### src/rtl/occ_regs.svh
// register offsets, field positions, reset values and widths of the console control block
`ifndef OCC_REGS_SVH
`define OCC_REGS_SVH

// register byte offsets on the avalon slave
`define OCC_STATUS_OFS   6'h00
`define OCC_MASK_OFS     6'h04
`define OCC_CONTROL_OFS  6'h08
`define OCC_PC_OFS       6'h0c
`define OCC_READOUT_OFS  6'h10
`define OCC_ERRLOC_OFS   6'h14
`define OCC_STATE_OFS    6'h18

// status and mask bit positions
`define OCC_EV_DEPOSIT   0
`define OCC_EV_EXAMINE   1
`define OCC_EV_MISMATCH  2
`define OCC_EV_HALT      3
`define OCC_EV_W         4

// control bit positions and reset values
`define OCC_CTL_COMPARE  0
`define OCC_CTL_RESET    1'h1
`define OCC_MASK_RESET   4'h0

// state register bit positions
`define OCC_ST_RUN       0
`define OCC_ST_HALT      1
`define OCC_ST_LAMP      2
`define OCC_ST_GO        3
`define OCC_ST_MODE      4

// mode select pin codes
`define OCC_CODE_SET_A   3'h0
`define OCC_CODE_SET_B   3'h1
`define OCC_CODE_SET_C   3'h2
`define OCC_CODE_SET_P   3'h3
`define OCC_CODE_EXEC    3'h4
`define OCC_CODE_DEPOSIT 3'h5
`define OCC_CODE_EXAMINE 3'h6

// function drive operands for the lamp
`define OCC_FD_LAMP_ON   4'h3
`define OCC_FD_LAMP_OFF  4'h2

`endif

### src/rtl/occ_pkg.sv
// types shared by the console control block
package occ_pkg;

    // selected console mode
    typedef enum logic [2:0] {
        MODE_SET_A,
        MODE_SET_B,
        MODE_SET_C,
        MODE_SET_P,
        MODE_EXEC,
        MODE_DEPOSIT,
        MODE_EXAMINE
    } occ_mode_e;

    // step sequencer for deposit and examine
    typedef enum logic [2:0] {
        SEQ_IDLE,
        SEQ_DEP_WR,
        SEQ_DEP_RD,
        SEQ_DEP_CMP,
        SEQ_EX_RD,
        SEQ_EX_CMP
    } occ_seq_e;

endpackage

### src/rtl/operator_console_control.sv
// operator console control: panel loads, deposit, examine, run control, error lamp
//
// Function
// - load modes copy toggles into register at once
// - eighteen toggles supply all console data
// - deposit mode mirrors toggles into staging register
// - deposit step writes staging word, increments pc
// - deposit readback mismatch halts and sounds buzzer
// - examine step loads readout, increments pc
// - examine mismatch against toggles halts machine
// - lamp and buzzer only in memory modes
// - function drive 3 lamp on, 2 off
// - lamp on by instruction does not halt
// - stop switch, go, memory mode: lamp halts, logs
// - instructions run only in execute mode or under program lockout
// - go in execute mode starts at pc
// - program lockout forces run, disables all switches but the stop switch
// - manual lockout position enables every switch
// - toggle up or down reads one, center zero
`timescale 1ns/1ns
`include "occ_regs.svh"

module operator_console_control
    import occ_pkg::*;
#(
    parameter int WORD_W = 18,
    parameter int ADDR_W = 13
) (
    input  wire logic              clock,
    input  wire logic              reset,
    input  wire logic [5:0]        address,
    input  wire logic              read,
    input  wire logic              write,
    input  wire logic [31:0]       writedata,
    input  wire logic [3:0]        byteenable,
    output logic      [31:0]       readdata,
    output logic                   waitrequest,
    output logic                   irq,
    input  wire logic [WORD_W-1:0] toggleUp,
    input  wire logic [WORD_W-1:0] toggleDown,
    input  wire logic [2:0]        modeSel,
    input  wire logic              stepButton,
    input  wire logic              goButton,
    input  wire logic              lockoutProgram,
    input  wire logic              stopOnError,
    input  wire logic [5:0]        resetButtons,
    input  wire logic              funcDriveValid,
    input  wire logic [3:0]        funcDriveOperand,
    output logic      [ADDR_W-1:0] memAddr,
    output logic      [WORD_W-1:0] memWrData,
    output logic                   memWrite,
    output logic                   memRead,
    input  wire logic [WORD_W-1:0] memRdData,
    output logic                   runEnable,
    output logic      [ADDR_W-1:0] pcOut,
    output logic      [WORD_W-1:0] regAOut,
    output logic      [WORD_W-1:0] regBOut,
    output logic      [WORD_W-1:0] regCOut,
    output logic      [WORD_W-1:0] readoutOut,
    output logic      [WORD_W-1:0] stageOut,
    output logic      [ADDR_W-1:0] errLocOut,
    output logic                   errorLamp,
    output logic                   buzzer,
    output logic                   haltLamp
);

    localparam int PANEL_W = 13;

    // whole state of the block
    typedef struct packed {
        logic [2*WORD_W-1:0] tglSync1;
        logic [2*WORD_W-1:0] tglSync2;
        logic [PANEL_W-1:0]  panSync1;
        logic [PANEL_W-1:0]  panSync2;
        logic [1:0]          btnPrev;
        occ_mode_e           mode;
        occ_seq_e            seq;
        logic                run;
        logic                halt;
        logic                goSeen;
        logic                lamp;
        logic                lampOut;
        logic [WORD_W-1:0]   regA;
        logic [WORD_W-1:0]   regB;
        logic [WORD_W-1:0]   regC;
        logic [WORD_W-1:0]   readout;
        logic [WORD_W-1:0]   stage;
        logic [ADDR_W-1:0]   pc;
        logic [ADDR_W-1:0]   errLoc;
        logic [`OCC_EV_W-1:0] status;
        logic [`OCC_EV_W-1:0] mask;
        logic                ctrlCmp;
        logic                rdPend;
        logic [31:0]         rdData;
    } occ_state_s;

    occ_state_s s_q;
    occ_state_s s_d;

    // synchronised panel view; only the second stage is read
    logic [WORD_W-1:0] tglWord;
    logic              stepS;
    logic              goS;
    logic              lockS;
    logic              stopS;
    logic [5:0]        rstS;
    logic [2:0]        modeS;
    logic              stepPress;
    logic              goPress;
    logic              memMode;
    logic              manual;
    logic              mismatch;
    logic              readAccept;
    logic              writeAccept;
    logic [31:0]       rdMux;
    logic [`OCC_EV_W-1:0] events;

    assign tglWord   = s_q.tglSync2[WORD_W-1:0] | s_q.tglSync2[2*WORD_W-1:WORD_W];
    assign stepS     = s_q.panSync2[0];
    assign goS       = s_q.panSync2[1];
    assign lockS     = s_q.panSync2[2];
    assign stopS     = s_q.panSync2[3];
    assign rstS      = s_q.panSync2[9:4];
    assign modeS     = s_q.panSync2[12:10];
    assign manual    = !lockS;
    assign stepPress = stepS && !s_q.btnPrev[0] && manual;
    assign goPress   = goS && !s_q.btnPrev[1] && manual;
    assign memMode   = (s_q.mode == MODE_DEPOSIT) || (s_q.mode == MODE_EXAMINE);

    // readback compare against the toggles after a deposit or examine read
    assign mismatch = s_q.ctrlCmp && (memRdData != tglWord)
                    && ((s_q.seq == SEQ_DEP_CMP) || (s_q.seq == SEQ_EX_CMP));

    // avalon handshake: reads take one wait cycle, writes none
    assign readAccept  = read && s_q.rdPend;
    assign writeAccept = write && !read;
    assign waitrequest = read && !readAccept;

    // read data mux, unmapped addresses read zero
    always_comb begin
        rdMux = 32'h0;
        case (address)
            `OCC_STATUS_OFS:  rdMux[`OCC_EV_W-1:0] = s_q.status;
            `OCC_MASK_OFS:    rdMux[`OCC_EV_W-1:0] = s_q.mask;
            `OCC_CONTROL_OFS: rdMux[`OCC_CTL_COMPARE] = s_q.ctrlCmp;
            `OCC_PC_OFS:      rdMux[ADDR_W-1:0] = s_q.pc;
            `OCC_READOUT_OFS: rdMux[WORD_W-1:0] = s_q.readout;
            `OCC_ERRLOC_OFS:  rdMux[ADDR_W-1:0] = s_q.errLoc;
            `OCC_STATE_OFS: begin
                rdMux[`OCC_ST_RUN]  = runEnable;
                rdMux[`OCC_ST_HALT] = s_q.halt;
                rdMux[`OCC_ST_LAMP] = s_q.lamp;
                rdMux[`OCC_ST_GO]   = s_q.goSeen;
                rdMux[`OCC_ST_MODE+2:`OCC_ST_MODE] = s_q.mode;
            end
            default: rdMux = 32'h0;
        endcase
    end

    // next state of the whole block
    always_comb begin
        s_d = s_q;
        events = '0;

        // two-flop synchronisers for every panel input
        s_d.tglSync1 = {toggleDown, toggleUp};
        s_d.tglSync2 = s_q.tglSync1;
        s_d.panSync1 = {modeSel, resetButtons, stopOnError, lockoutProgram, goButton, stepButton};
        s_d.panSync2 = s_q.panSync1;
        s_d.btnPrev  = {goS, stepS};

        // mode select, frozen while locked out
        if (manual) begin
            case (modeS)
                `OCC_CODE_SET_A:   s_d.mode = MODE_SET_A;
                `OCC_CODE_SET_B:   s_d.mode = MODE_SET_B;
                `OCC_CODE_SET_C:   s_d.mode = MODE_SET_C;
                `OCC_CODE_SET_P:   s_d.mode = MODE_SET_P;
                `OCC_CODE_EXEC:    s_d.mode = MODE_EXEC;
                `OCC_CODE_DEPOSIT: s_d.mode = MODE_DEPOSIT;
                `OCC_CODE_EXAMINE: s_d.mode = MODE_EXAMINE;
                default:           s_d.mode = s_q.mode;
            endcase
        end
        if (s_d.mode != s_q.mode) begin
            s_d.goSeen = 1'b0;
        end

        // immediate register loads from the toggles
        if (manual) begin
            case (s_q.mode)
                MODE_SET_A:   s_d.regA = tglWord;
                MODE_SET_B:   s_d.regB = tglWord;
                MODE_SET_C:   s_d.regC = tglWord;
                MODE_SET_P:   s_d.pc = tglWord[ADDR_W-1:0];
                MODE_DEPOSIT: s_d.stage = tglWord;
                default:      s_d.stage = s_q.stage;
            endcase
        end

        // go and step buttons steer the run flip-flop
        if (goPress) begin
            if (s_q.mode == MODE_EXEC) begin
                s_d.run  = 1'b1;
                s_d.halt = 1'b0;
            end else if (memMode) begin
                s_d.goSeen = 1'b1;
            end
        end
        if (stepPress) begin
            s_d.run = 1'b0;
            if (memMode && s_q.seq == SEQ_IDLE) begin
                s_d.halt = 1'b0;
                s_d.seq  = (s_q.mode == MODE_DEPOSIT) ? SEQ_DEP_WR : SEQ_EX_RD;
            end
        end

        // deposit and examine sequencer
        case (s_q.seq)
            SEQ_IDLE:    s_d.seq = s_d.seq;
            SEQ_DEP_WR:  s_d.seq = SEQ_DEP_RD;
            SEQ_DEP_RD:  s_d.seq = SEQ_DEP_CMP;
            SEQ_DEP_CMP: begin
                s_d.pc  = s_q.pc + 1'b1;
                s_d.seq = SEQ_IDLE;
                events[`OCC_EV_DEPOSIT] = 1'b1;
            end
            SEQ_EX_RD:   s_d.seq = SEQ_EX_CMP;
            SEQ_EX_CMP: begin
                s_d.readout = memRdData;
                s_d.pc      = s_q.pc + 1'b1;
                s_d.seq     = SEQ_IDLE;
                events[`OCC_EV_EXAMINE] = 1'b1;
            end
            default: s_d.seq = SEQ_IDLE;
        endcase

        // compare failure lights the lamp and halts
        if (mismatch) begin
            s_d.lamp = 1'b1;
            s_d.halt = 1'b1;
            events[`OCC_EV_MISMATCH] = 1'b1;
        end

        // function drive instruction switches the lamp without halting
        if (funcDriveValid && funcDriveOperand == `OCC_FD_LAMP_ON) begin
            s_d.lamp = 1'b1;
        end else if (funcDriveValid && funcDriveOperand == `OCC_FD_LAMP_OFF) begin
            s_d.lamp = 1'b0;
        end

        // stop-on-error: a lamp turn-on halts and logs the address
        if (s_d.lamp && !s_q.lamp && memMode && s_q.goSeen && stopS) begin
            s_d.halt   = 1'b1;
            s_d.errLoc = s_q.pc;
        end
        if (s_d.halt && !s_q.halt) begin
            events[`OCC_EV_HALT] = 1'b1;
        end
        s_d.lampOut = s_d.lamp && ((s_d.mode == MODE_DEPOSIT) || (s_d.mode == MODE_EXAMINE));

        // lockout forces the run flip-flop on
        if (lockS) begin
            s_d.run = 1'b1;
        end

        // reset pushbuttons, held clear while pressed
        if (manual) begin
            if (rstS[0]) s_d.pc = '0;
            if (rstS[1]) s_d.regA = '0;
            if (rstS[2]) s_d.regB = '0;
            if (rstS[3]) s_d.readout = '0;
            if (rstS[4]) s_d.regC = '0;
            if (rstS[5]) s_d.stage = '0;
        end

        // register bus writes; hardware set wins over write-one clear
        s_d.status = s_q.status;
        if (writeAccept && byteenable[0]) begin
            case (address)
                `OCC_STATUS_OFS:  s_d.status = s_q.status & ~writedata[`OCC_EV_W-1:0];
                `OCC_MASK_OFS:    s_d.mask = writedata[`OCC_EV_W-1:0];
                `OCC_CONTROL_OFS: s_d.ctrlCmp = writedata[`OCC_CTL_COMPARE];
                default:          s_d.mask = s_q.mask;
            endcase
        end
        s_d.status = s_d.status | events;

        // read wait cycle and captured read data
        s_d.rdPend = read && !s_q.rdPend;
        if (read && !s_q.rdPend) begin
            s_d.rdData = rdMux;
        end
    end

    // state register with synchronous reset
    always_ff @(posedge clock) begin
        if (reset) begin
            s_q         <= '0;
            s_q.mode    <= MODE_SET_A;
            s_q.seq     <= SEQ_IDLE;
            s_q.mask    <= `OCC_MASK_RESET;
            s_q.ctrlCmp <= `OCC_CTL_RESET;
        end else begin
            s_q <= s_d;
        end
    end

    // outputs
    assign runEnable  = (s_q.run && !s_q.halt && s_q.mode == MODE_EXEC) || lockS;
    assign memAddr    = s_q.pc;
    assign memWrData  = s_q.stage;
    assign memWrite   = (s_q.seq == SEQ_DEP_WR);
    assign memRead    = (s_q.seq == SEQ_DEP_RD) || (s_q.seq == SEQ_EX_RD);
    assign pcOut      = s_q.pc;
    assign regAOut    = s_q.regA;
    assign regBOut    = s_q.regB;
    assign regCOut    = s_q.regC;
    assign readoutOut = s_q.readout;
    assign stageOut   = s_q.stage;
    assign errLocOut  = s_q.errLoc;
    assign errorLamp  = s_q.lampOut;
    assign buzzer     = s_q.lampOut;
    assign haltLamp   = s_q.halt;
    assign readdata   = s_q.rdData;
    assign irq        = |(s_q.status & s_q.mask);

    property p_load_a;
        @(posedge clock) disable iff (reset)
        (s_q.mode == MODE_SET_A && manual && !rstS[1]) |=> (s_q.regA == $past(tglWord));
    endproperty
    a_load_a: assert property (p_load_a) else $error("register A did not follow toggles");

    property p_stage_mirror;
        @(posedge clock) disable iff (reset)
        (s_q.mode == MODE_DEPOSIT && manual && !rstS[5]) |=> (s_q.stage == $past(tglWord));
    endproperty
    a_stage_mirror: assert property (p_stage_mirror) else $error("staging not mirrored");

    property p_deposit_seq;
        @(posedge clock) disable iff (reset)
        memWrite |-> (memWrData == s_q.stage) ##1 memRead ##1 (s_q.seq == SEQ_DEP_CMP)
        ##1 (s_q.seq == SEQ_IDLE);
    endproperty
    a_deposit_seq: assert property (p_deposit_seq) else $error("deposit sequence broken");

    property p_deposit_inc;
        @(posedge clock) disable iff (reset)
        (s_q.seq == SEQ_DEP_CMP && manual && !rstS[0]) |=> (s_q.pc == $past(s_q.pc) + 1'b1);
    endproperty
    a_deposit_inc: assert property (p_deposit_inc) else $error("pc not incremented");

    property p_mismatch_halt;
        @(posedge clock) disable iff (reset)
        mismatch |=> (s_q.halt && s_q.lamp);
    endproperty
    a_mismatch_halt: assert property (p_mismatch_halt) else $error("mismatch did not halt");

    property p_examine_load;
        @(posedge clock) disable iff (reset)
        (s_q.seq == SEQ_EX_CMP && !(manual && rstS[3])) |=> (s_q.readout == $past(memRdData));
    endproperty
    a_examine_load: assert property (p_examine_load) else $error("readout not loaded");

    property p_lamp_modes;
        @(posedge clock) disable iff (reset)
        errorLamp |-> memMode;
    endproperty
    a_lamp_modes: assert property (p_lamp_modes) else $error("lamp lit outside memory modes");

    property p_lamp_off;
        @(posedge clock) disable iff (reset)
        (funcDriveValid && funcDriveOperand == `OCC_FD_LAMP_OFF) |=> !s_q.lamp;
    endproperty
    a_lamp_off: assert property (p_lamp_off) else $error("lamp not turned off");

    property p_run_mode;
        @(posedge clock) disable iff (reset)
        runEnable |-> (s_q.mode == MODE_EXEC || lockS);
    endproperty
    a_run_mode: assert property (p_run_mode) else $error("running outside execute mode");

    property p_lockout_run;
        @(posedge clock) disable iff (reset)
        lockS |-> runEnable ##1 s_q.run;
    endproperty
    a_lockout_run: assert property (p_lockout_run) else $error("lockout did not force run");

endmodule

### config.mk
export PLATFORM = sky130hd
export DESIGN_NAME = operator_console_control
export DESIGN_NICKNAME = d
export VERILOG_FILES = /design/src/rtl/occ_pkg.sv /design/src/rtl/operator_console_control.sv
export VERILOG_INCLUDE_DIRS = /design/src /design/src/rtl
export SDC_FILE = /design/constraint.sdc
export NUM_CORES = 1
export LEC_CHECK = 0
export ABC_AREA = 1
export BUFFER_PORTS_ARGS = -buffer_cell sky130_fd_sc_hd__buf_2
export CAP_MARGIN = 10
export CORE_UTILIZATION = 40
export DETAILED_ROUTE_END_ITERATION = 7
export GPL_TIMING_DRIVEN = 1
export PLACE_DENSITY = 0.66
export SLEW_MARGIN = 0
export SYNTH_ARGS = -nofsm -noshare
export SYNTH_HDL_FRONTEND = slang
export SYNTH_SLANG_ARGS = --single-unit
### constraint.sdc
create_clock -name clock -period 1.7 [get_ports clock]
set_clock_uncertainty 0.2 [all_clocks]
set_input_delay 0.085 -clock clock [delete_from_list [all_inputs] [get_ports clock]]
set_output_delay 0.085 -clock clock [all_outputs]
set_load 0.05 [all_outputs]
==> reports/summary.txt, run 1 <==
VDD IR max: 0.674 mV
GP Congestion: 0.919
reg-to-reg setup timing slack: -0.20 ns
crit-path most repeated cell: buf_6
placed cell count: 1870
First DRT Iteration DRCs: 682
first-pass GRT wire length: 51700 um
share of cells above drive strength 1: 34.1%
Reg2Reg Depth: 9
Cells after Synth: 1388
Hold Startpoint: address[3]
Crit path largest cell delay: 0.36 ns
Max Clock Freq: 0.518 GHz
Main synth FF type: dfxtp_1
Adder-Cell Fraction of Synth Area: 0.115%
period utilisation layout: 114%
max-cap violation count: 0
synthesized area: 10800 um2
grt ovf: 0
crit-path cells: buf_6 > nor2_4 > nand2_2 > buf_6 > o21ai_4 > buf_8
Post-synth EDFFs: 0
Slew Limit Fails: 0
internal power: 11.3 mW
TritonCTS Buffers: 27
origin of the critical flop-to-flop path: s_q[166]
complex-gate fraction of the synthesized area: 14.7%
RR Endpoint: s_q[41]
root buf cell: clkbuf_16
CP arrival: 1.65 ns
initial antenna violation count: 1
total track usage: 23.6%
row count: 59
vias in the first global route: 9669
Routed Wire Length: 36400 um
Fillers: 2206
clk sinks: 255
power density over the cells: 973 nW/um2
Fin Setup TNS: -5.17 ns
Critical-path top delay cell: dfxtp_4
failing checks: hold timing, setup timing
H-tree Lvls: 1
crit-path max FO: 2
WHS: -0.0987 ns
Final ANT Viol Nets: 0
setup ws final: -0.230 ns
Startpoint Class: flip-flop
core box area: 26400 um2
Initial DRT Pass Iterations: 5
DR vias: 10300
Async SR Flop Fraction: 0%
mux contribution to synthesized area: 0%
wire length per cell: 17.3 um
Fin. Hold Viols: 16
DRC: 0
final instance area: 15600 um2
largest net degree at the start of global routing: 93
P&R area growth vs syn: 43.8%
final net count: 1864
Post-Synth Simple-Gate Area: 16.2%
Seq/Total Area, Yosys: 47.1%
CP required: 1.41 ns
Switch Pwr: 3.87 mW
final std cells w/o fill: 2101
register area: 5130 um2
crit path kind: reg2out
vias per cell: 4.92
area of the multi-input gates: 4020 um2
Yosys reg bits: 255
Buffers on Ports: 259
combinational power share: 13.1%
Hold Path Stages: 6
Place WS: -0.187 ns
synth unique cells: 44
Starting Density: 41.1%
share of power burned in registers: 41.5%
hold endpoint: s_q[33]
Period minus WS final: 1.93 ns
final setup vio count: 55
DIE HEIGHT: 167 um
Worst-Skew Late Latency: 0.54 ns
CTS clk-pin slew, worst paths: 0.07 ns
final core utilization: 59.2%
post-synthesis area per instance: 7.81 um2
Max clock buf depth: 3
status: complete, but fails checks
worst hold-check path type: in2reg
Leak: 7.41 nW
I/O pin count: 305
combinational family with the most area after synthesis: buffers and inverters
CTS tree: done
clock share of power: 45.3%
Synth Area in XOR/XNOR: 0.565%
Post-DP HPWL: 22400 um
Area after DPL: 12000 um2
Overall Power: 15.2 mW
switching share of power: 25.5%
RSZ-0062 raised after global routing: true
Worst setup EP type: primary output
Die Wd: 167 um
yosys warns: 0
Die Footprint: 27800 um2
-- worst max-delay path by stage --
stage	from	depth (start not counted)	to	slack [ns]
after floorplan	s_q[164]	5	s_q[163]	0.007
after global placement	s_q[218]	12	errLocOut[6]	-0.16
after detailed placement	s_q[219]	12	errLocOut[10]	-0.19
after CTS	s_q[166]	6	runEnable	-0.25
after global routing	s_q[166]	10	errLocOut[8]	-0.32
final	s_q[166]	6	runEnable	-0.23
-- cells in the final DEF (no fill, tap or decap), types with 6 or more instances in the layout --
master           n
a31oi_1         11
nor3_1          10
buf_6           30
nand2_1        112
nor2_2          24
o21ai_0         63
o22ai_1          8
a21oi_1         66
o21ai_2          6
inv_1          182
conb_1          14
dlygate4sd3_1  135
clkbuf_16       35
dfxtp_2         13
buf_12          11
dfxtp_1        239
buf_2          245
o21ai_1         31
nand3_1         15
nor2_1         204
a211oi_1        39
buf_4           98
a21oi_2         21
bufinv_16        9
clkbuf_4         6
nor2_4          13
nand2_2         18
xor2_1           6
inv_2            8
-- what timing repair did --
action | in CTS | in global routing
endpoints found under the hold margin | 161 | 39
gates cloned | 5 | 11
pin swaps | 23 | 47
setup buffers | 16 | 17
resized for setup | 80 | 157
setup endpoints to repair | 38 | 145
hold buffers | 135 | 5
-- synthesized netlist by cell type (all sizes together) (9+ instances only) --
cell	number	area, um2
o21ai	101	509
nor3	16	95.1
a211oi	43	323
nor2	242	972
nand2	134	515
a31oi	13	81.3
inv	197	742
nand3	21	118
buf	195	1440
o22ai	9	56.3
a21oi	89	445
dfxtp	255	5100
clkbuf	32	120
-- final cells by class --
class / instances / area share (%)
flip-flops and latches: 255 / 32.9
repair buffers: 539 / 27.0
multi-input cells: 724 / 25.8
inverters: 198 / 4.91
clock buffers: 31 / 4.56
well taps: 335 / 2.69
clock inverters: 18 / 2.12
diodes: 1 / 0.0160
-- per-layer routing --
layer  track usage [%]  vias to the layer above  wire length, um
met5                 0                        -                0
met4              10.8                        0             1600
met3              2.88                      113             2220
met2              40.8                      467            17800
met1              29.3                     4812            14800
li1                  -                     4944                -
-- registers in the layout, indices dropped and copies added (netlist names), 6 cells and up --
register,cells
s_q,58
regAOut,18
readdata,18
rstS,6
errLocOut,13
memWrData,18
readoutOut,18
regBOut,18
regCOut,18
s_d,50
memAddr,13
-- power groups by stage --
stage | registers, mW | clock network (mW) | logic [mW]
2_1_floorplan | 6.40 | 0 | 1.13
3_3_place_gp | 6.42 | 0 | 1.52
5_1_grt | 6.32 | 7.20 | 2.12
4_1_cts | 6.29 | 6.93 | 1.81
3_5_place_dp | 6.42 | 0 | 1.53
6_report | 6.30 | 6.88 | 1.99
-- cells by family after synthesis --
logic type | count (synthesis)
other | 1
AO/OA/AOI/OAI | 277
adder cells (fa/ha/maj) | 1
XOR/XNOR | 7
AND/OR/NAND/NOR | 422
flip-flops | 255
buffers and inverters | 425
-- critical path: cells and delay by family, from the launching register on --
kind / cells / cell delay (ns)
compound gates: 1 / 0.16
buf+inv: 3 / 0.40
flops: 1 / 0.36
simple gates: 2 / 0.17
Power figures use the tool's default switching activity.
==> inputs of run 2 (changes only) <==
--- a/config.mk
+++ b/config.mk
@@ -9,10 +9,10 @@
 export ABC_AREA = 1
 export BUFFER_PORTS_ARGS = -buffer_cell sky130_fd_sc_hd__buf_2
 export CAP_MARGIN = 10
-export CORE_UTILIZATION = 40
+export CORE_UTILIZATION = 47
 export DETAILED_ROUTE_END_ITERATION = 7
 export GPL_TIMING_DRIVEN = 1
-export PLACE_DENSITY = 0.66
+export PLACE_DENSITY = 0.76
 export SLEW_MARGIN = 0
 export SYNTH_ARGS = -nofsm -noshare
 export SYNTH_HDL_FRONTEND = slang
==> run 2 against run 1 <==
Against the previous run:
- sequential power about the same
- non-clock buffer count down 47
- highest routed layer unchanged
- largest cell class unchanged
- die area fell by 15%
- global-route usage grew 3.2 points
- cell area is 5.1% lower
- sequential share of layout area up 1.8 points
- final cell count is 4.8% lower
- count of clock-buffer cells in the layout up 1
- core utilization up 6.2 points
- critical path depth is the same
- clock power decreased by 13%
- first-iteration DRC count up 23%
- the flow finishes with violations (setup timing)
==> reports/summary.txt, run 2 (synthesis gave the netlist of run 1 again) <==
Die Wd: 154 um (-7.7%)
First DRT Iteration DRCs: 837 (+23%)
root buf cell: clkbuf_16
I/O pin count: 305 (unchanged)
GP Congestion: 0.900 (-2.1%)
wire length per cell: 17.4 um (+0.30%)
final net count: 1817 (-2.5%)
TritonCTS Buffers: 26 (-3.7%)
crit-path most repeated cell: buf_6
Startpoint Class: flip-flop
DIE HEIGHT: 154 um (-7.7%)
clk sinks: 255 (unchanged)
crit-path cells: buf_6 > nor2_4 > nand2_2 > buf_6 > o21ai_4 > buf_6
CP required: 1.41 ns (about the same)
worst hold-check path type: in2reg
failing checks: setup timing
CTS tree: done
vias in the first global route: 9378 (-3.0%)
Buffers on Ports: 259 (unchanged)
Final ANT Viol Nets: 0 (unchanged)
Crit path largest cell delay: 0.34 ns (-0.02 ns)
RSZ-0062 raised after global routing: true
Slew @ Worst Pin: 0.698 ns
Max clock buf depth: 3 (unchanged)
Place WS: -0.220 ns (-0.0325 ns)
VDD IR max: 0.792 mV (+18%)
crit path kind: reg2out
Routed Wire Length: 34800 um (-4.5%)
final instance area: 14800 um2 (-5.1%)
Starting Density: 47.9% (+6.7 points)
setup ws final: -0.219 ns (+0.0113 ns)
Critical-path top delay cell: dfxtp_2
first-pass GRT wire length: 49500 um (-4.1%)
Post-DP HPWL: 21300 um (-4.5%)
Area after DPL: 11800 um2 (-1.1%)
P&R area growth vs syn: 36.5%
Worst-Skew Late Latency: 0.53 ns (about the same)
period utilisation layout: 113% (-0.66 points)
crit-path max FO: 2 (unchanged)
Slew Limit Fails: 0 (unchanged)
max_slew headroom: 53.5%
row count: 55 (-6.8%)
status: complete, but fails checks
Post-Route M1 WL: 13300 um (-9.6%)
grt ovf: 0 (unchanged)
vias per cell: 5.09 (+3.4%)
met3 WL: 2640 um (+19%)
CP arrival: 1.63 ns (-0.02 ns)
Max Clock Freq: 0.521 GHz (+0.59%)
total track usage: 26.8% (+3.2 points)
commonest non-fill, non-tap cells in the layout: buf_2 (243), dfxtp_1 (232), nor2_1 (200), inv_1 (180), nand2_1 (116)
CTS clk-pin slew, worst paths: 0.07 ns (about the same)
Leak: 7.03 nW (-5.2%)
Period minus WS final: 1.92 ns (-0.0113 ns)
H-tree Lvls: 1 (unchanged)
Worst setup EP type: primary output
DR top layer: met4
Fin. Hold Viols: 0 (-16)
initial antenna violation count: 1 (unchanged)
largest net degree at the start of global routing: 76 (-18%)
Initial DRT Pass Iterations: 5 (unchanged)
Top reg by flops: s_q
Fin Setup TNS: -3.63 ns (+1.53 ns)
max reg flops: 58 (unchanged)
DR vias: 10200 (-1.5%)
Overall Power: 14.2 mW (-6.6%)
DRC: 0 (unchanged)
most common cell after layout, fill and taps aside: buf_2
Die Footprint: 23700 um2 (-15%)
core box area: 22600 um2 (-14%)
power density over the cells: 958 nW/um2 (-1.6%)
max-cap violation count: 0 (unchanged)
share of cells above drive strength 1: 34.8% (+0.70 points)
Fillers: 1723 (-22%)
final setup vio count: 43 (-22%)
routed length on met2: 17000 um (-4.4%)
## run 2: changes by cell type in the layout (fill, tap and decap cells not counted), moves of 4 or more
cell and delta:
dfxtp_2 +8, buf_4 +6, inv_2 +4, nor2_2 +7
nand2_1 +4, a21oi_1 +10, nor2_1 -4, bufinv_16 -5
a21oi_2 -8, dlygate4sd3_1 -40, dfxtp_1 -7
## run 2: final timing paths
path / slack (ns) / cells after the start / from / end
worst min-delay path: 0.03 / 6 / funcDriveValid / s_q[159]
worst min register to register: 0.19 / 2 / s_d[216] / s_q[216]
worst max-delay path: -0.22 / 6 / s_q[166] / runEnable
worst max register to register: -0.18 / 11 / s_q[166] / s_q[41]
## run 2: repair_timing
action | in CTS | in global routing
endpoints found under the setup margin | 31 | 131
pin swaps | 20 | 43
setup buffers | 15 | 17
gates cloned | 4 | 9
gates resized for setup | 67 | 161
hold endpoints to repair | 171 | 0
hold buffers | 96 | 0
## run 2: area by class of cell
cell class	count	area [um2]	area share, %
Sequential cell	255	5140	34.7
Timing Repair inverter	1	7.51	0.0507
Multi-Input combinational cell	724	3970	26.8
Tap cell	285	357	2.41
Clock inverter	13	188	1.27
Clock buffer	32	714	4.83
Antenna cell	1	2.50	0.0169
Timing Repair Buffer	492	3660	24.8
Inverter	198	759	5.13
## run 2: worst max-delay path: cells and delay by family (launching register included)
family                 cells  cell delay (ns)
buffers and inverters      3             0.42
AO/OA/AOI/OAI              1             0.16
flip-flops                 1             0.34
AND/OR/NAND/NOR            2             0.18
## run 2: report_power, final
part	internal, mW	total [mW]	leakage (nW)	switching (mW)
clock	3.60	5.99	0.432	2.39
combinational	0.667	1.89	4.50	1.22
sequential	6.20	6.30	2.09	0.106
## run 2: through the flow
step                      hold WS [ns]  utilization (%)  cells
after CTS                      0.00606             62.2   1976
final                           0.0342             65.4   2001
after floorplan               -0.00803                -   1401
after global routing            0.0594             65.4   2001
after detailed placement        0.0913             52.3   1816
after global placement          0.0834             52.3   1816
## run 2: routing by layer
layer	GRT usage, %	vias to the layer above
li1	-	4835
met1	31.8	4703
met2	46.9	512
met3	4.62	126
met4	12.9	0
met5	0	-
==> inputs of run 3 (changes only) <==
--- a/config.mk
+++ b/config.mk
@@ -6,13 +6,12 @@
 export SDC_FILE = /design/constraint.sdc
 export NUM_CORES = 1
 export LEC_CHECK = 0
-export ABC_AREA = 1
 export BUFFER_PORTS_ARGS = -buffer_cell sky130_fd_sc_hd__buf_2
 export CAP_MARGIN = 10
 export CORE_UTILIZATION = 47
 export DETAILED_ROUTE_END_ITERATION = 7
-export GPL_TIMING_DRIVEN = 1
 export PLACE_DENSITY = 0.76
+export SETUP_SLACK_MARGIN = 0.02
 export SLEW_MARGIN = 0
 export SYNTH_ARGS = -nofsm -noshare
 export SYNTH_HDL_FRONTEND = slang
==> run 3 against run 2 <==
Against the previous run:
- the run ends with hold timing, setup timing left
- non-clock buffer count grew 60
- count of clock-buffer cells in the layout grew 1
- register-to-register slack lost 0.59 ns
- critical path depth grew 1
==> reports/summary.txt, run 3 <==
most common cell after layout, fill and taps aside: buf_2
Die Wd: 154 um (about the same)
Slew Limit Fails: 0 (unchanged)
RSZ-0062 raised after global routing: true
Post-DP HPWL: 21400 um (+0.39%)
cell with the most instances after synthesis: dfxtp_1
reg-to-reg setup timing slack: -0.77 ns (-0.59 ns)
Die Footprint: 23600 um2 (-0.20%)
clk sinks: 255 (unchanged)
Startpoint Class: flip-flop
synth unique cells: 66 (+50%)
final setup vio count: 131 (+200%)
final net count: 1650 (-9.2%)
Worst-Skew Late Latency: 0.56 ns (+0.03 ns)
Initial DRT Pass Iterations: 6 (+1)
Cells after Synth: 1184 (-15%)
Worst setup EP type: flip-flop
commonest non-fill, non-tap cells in the layout: buf_2 (244), dfxtp_1 (236), buf_4 (121), nor2_1 (105), nor2b_1 (103)
Post-synth top cells: dfxtp_1 (255), buf_4 (181), nor2_1 (145)
total track usage: 31.8% (+5.0 points)
Final ANT Viol Nets: 0 (unchanged)
max_slew headroom: 30.4% (-23 points)
Buffers on Ports: 259 (unchanged)
largest net degree at the start of global routing: 51 (-33%)
vias in the first global route: 10000 (+7.1%)
Leak: 6.92 nW (-1.5%)
internal power: 10.3 mW (-1.2%)
combinational power share: 16.6% (+3.3 points)
status: complete, but fails checks
grt ovf: 0 (unchanged)
yosys warns: 0 (unchanged)
post-synthesis area per instance: 9.14 um2 (+17%)
max-cap violation count: 0 (unchanged)
Main synth FF type: dfxtp_1
origin of the critical flop-to-flop path: s_q[168]
Slew @ Worst Pin: 1.04 ns (+0.343 ns)
DIE HEIGHT: 154 um (about the same)
Seq/Total Area, Yosys: 47.2% (+0.093 points)
Starting Density: 47.8% (-0.094 points)
Async SR Flop Fraction: 0% (unchanged)
placed cell count: 1611 (-11%)
Hold Startpoint: read
Fin. Hold Viols: 1 (+1)
Max clock buf depth: 3 (unchanged)
Post-synth EDFFs: 0 (unchanged)
CTS tree: done
crit path kind: reg2reg
Period minus WS final: 2.47 ns (+0.555 ns)
WHS: -0.0192 ns (-0.0533 ns)
GP Congestion: 0.897 (-0.32%)
crit-path most repeated cell: buf_4
wire length per cell: 25.6 um (+47%)
failing checks: hold timing, setup timing
top post-synthesis cells by area: dfxtp_1 (47%), buf_4 (13%), nor2b_1 (6.0%)
First DRT Iteration DRCs: 1536 (+84%)
synthesized area: 10800 um2 (-0.20%)
Top reg by flops: s_q
first-pass GRT wire length: 57600 um (+16%)
switching share of power: 28.8% (+2.6 points)
DRC: 0 (unchanged)
CTS clk-pin slew, worst paths: 0.08 ns (about the same)
area of the multi-input gates: 5240 um2 (+32%)
Synth top area share: 47.2% (+0.093 points)
period utilisation layout: 146% (+33 points)
DR vias: 11300 (+11%)
share of power burned in registers: 43.7% (-0.8 points)
Place WS: -0.320 ns (-0.101 ns)
VDD IR max: 0.739 mV (-6.7%)
final core utilization: 71.8% (+6.4 points)
Hold Path Stages: 6 (unchanged)
I/O pin count: 305 (unchanged)
TritonCTS Buffers: 25 (-3.8%)
P&R area growth vs syn: 50.2%
area leader, netlist: dfxtp_1
Routed Wire Length: 47100 um (+35%)
RR Endpoint: s_q[163]
max reg flops: 58 (unchanged)
root buf cell: clkbuf_16
Reg2Reg Depth: 7 (-4)
Critical path origin: s_q[168]
CP arrival: 2.63 ns (+1.00 ns)
initial antenna violation count: 4 (+3)
Overall Power: 14.5 mW (+2.3%)
Area after DPL: 12000 um2 (+1.0%)
Crit path largest cell delay: 0.85 ns (+0.51 ns)
Fillers: 1273 (-26%)
WP buf/inv: 4 (+1)
final instance area: 16300 um2 (+9.8%)
CP endpoint: s_q[163]
final std cells w/o fill: 1838 (-8.1%)
vias per cell: 6.13 (+20%)
Switch Pwr: 4.18 mW (+12%)
CP delay by family, top: compound AO/OA/AOI/OAI gates
crit-path cells: buf_6 > inv_4 > buf_4 > nor4_4 > buf_4 > a311oi_1 > a2111oi_1
setup ws final: -0.774 ns (-0.555 ns)
register area: 5150 um2 (+0.15%)
core box area: 22600 um2 (unchanged)
H-tree Lvls: 1 (unchanged)
Critical-path top delay cell: a2111oi_1
clock share of power: 39.8% (-2.4 points)
power density over the cells: 893 nW/um2 (-6.8%)
crit-path max FO: 3 (+1)
Max Clock Freq: 0.404 GHz (-22%)
CP required: 1.85 ns (+0.44 ns)
worst hold-check path type: in2reg
row count: 55 (unchanged)
share of cells above drive strength 1: 49.6% (+15 points)
CP Depth: 7 (+1)
Yosys reg bits: 255 (unchanged)
## run 3: cell types whose count changed after synthesis, sizes merged, moves of 43 or more
cell,delta
inv,-189
nand2,-67
nor2b,+104
nor2,-95
a211oi,+43
o21ai,-89
## run 3: logic make-up after synthesis
family	after synthesis	synth area share (%)
buffers and inverters	255	15.6
flip-flops	255	47.2
AO/OA/AOI/OAI	227	14.9
other	1	0.0347
multiplexers	18	2.02
adder cells (fa/ha/maj)	1	0.116
XOR/XNOR	10	0.879
AND/OR/NAND/NOR	417	19.2
## run 3: worst min-delay path by stage
| stage | to | slack, ns |
|---|---|---|
| finish | s_q[36] | -0.02 |
| global route | s_q[36] | 0.03 |
| CTS | s_q[159] | 0.007 |
| detailed placement | s_d[198] | 0.1 |
| global placement | s_d[232] | 0.1 |
| floorplan | s_d[171] | 0.01 |
## run 3: cell type report
| class | instances | area share (%) |
|---|---|---|
| Multi-Input combinational cell | 687 | 32.2 |
| Sequential cell | 255 | 31.7 |
| Timing Repair Buffer | 552 | 28.4 |
| Clock buffer | 33 | 4.54 |
| Tap cell | 285 | 2.19 |
| Clock inverter | 12 | 0.631 |
| Inverter | 9 | 0.277 |
| Antenna cell | 4 | 0.0616 |
| Timing Repair inverter | 1 | 0.0462 |
## run 3: tightest hold or removal path: cells and delay by family
family	cells	cell delay (ns)
buf+inv	2	0.24
mux	1	0.11
simple gates	3	0.24
## run 3: routing by layer
layer	GRT usage [%]	share of wire [%]	vias to the layer above
li1	-	-	4546
met1	36.4	35	5320
met2	52.7	45	1017
met3	7.89	11	376
met4	21.0	8.3	0
met5	0	0	-
## run 3: metrics by stage
step / TNS, ns / hold WS, ns
after detailed placement: -8.68 / 0.0967
final: -21.94 / -0.0192
after floorplan: -4.17 / 0.0132
after global routing: -24.57 / 0.0257
after global placement: -6.55 / 0.0980
after CTS: -7.18 / 0.00732
## run 3: power groups by stage
| stage | Combinational [mW] | Clock (mW) | Sequential, mW |
|---|---|---|---|
| 2_1_floorplan | 1.22 | 0 | 6.41 |
| 3_3_place_gp | 1.56 | 0 | 6.43 |
| 3_5_place_dp | 1.58 | 0 | 6.44 |
| 4_1_cts | 2.09 | 5.67 | 6.31 |
| 5_1_grt | 2.46 | 6.00 | 6.35 |
| 6_report | 2.41 | 5.77 | 6.34 |
## run 3: timing repair
| item | in CTS | in global routing |
|---|---|---|
| resized for setup | 166 | 227 |
| cloned | 23 | 8 |
| hold endpoints to repair | 129 | 0 |
| buffers inserted | 44 | 27 |
| pin swaps | 57 | 81 |
| setup endpoints to repair | 83 | 151 |
| hold buffers | 90 | 0 |
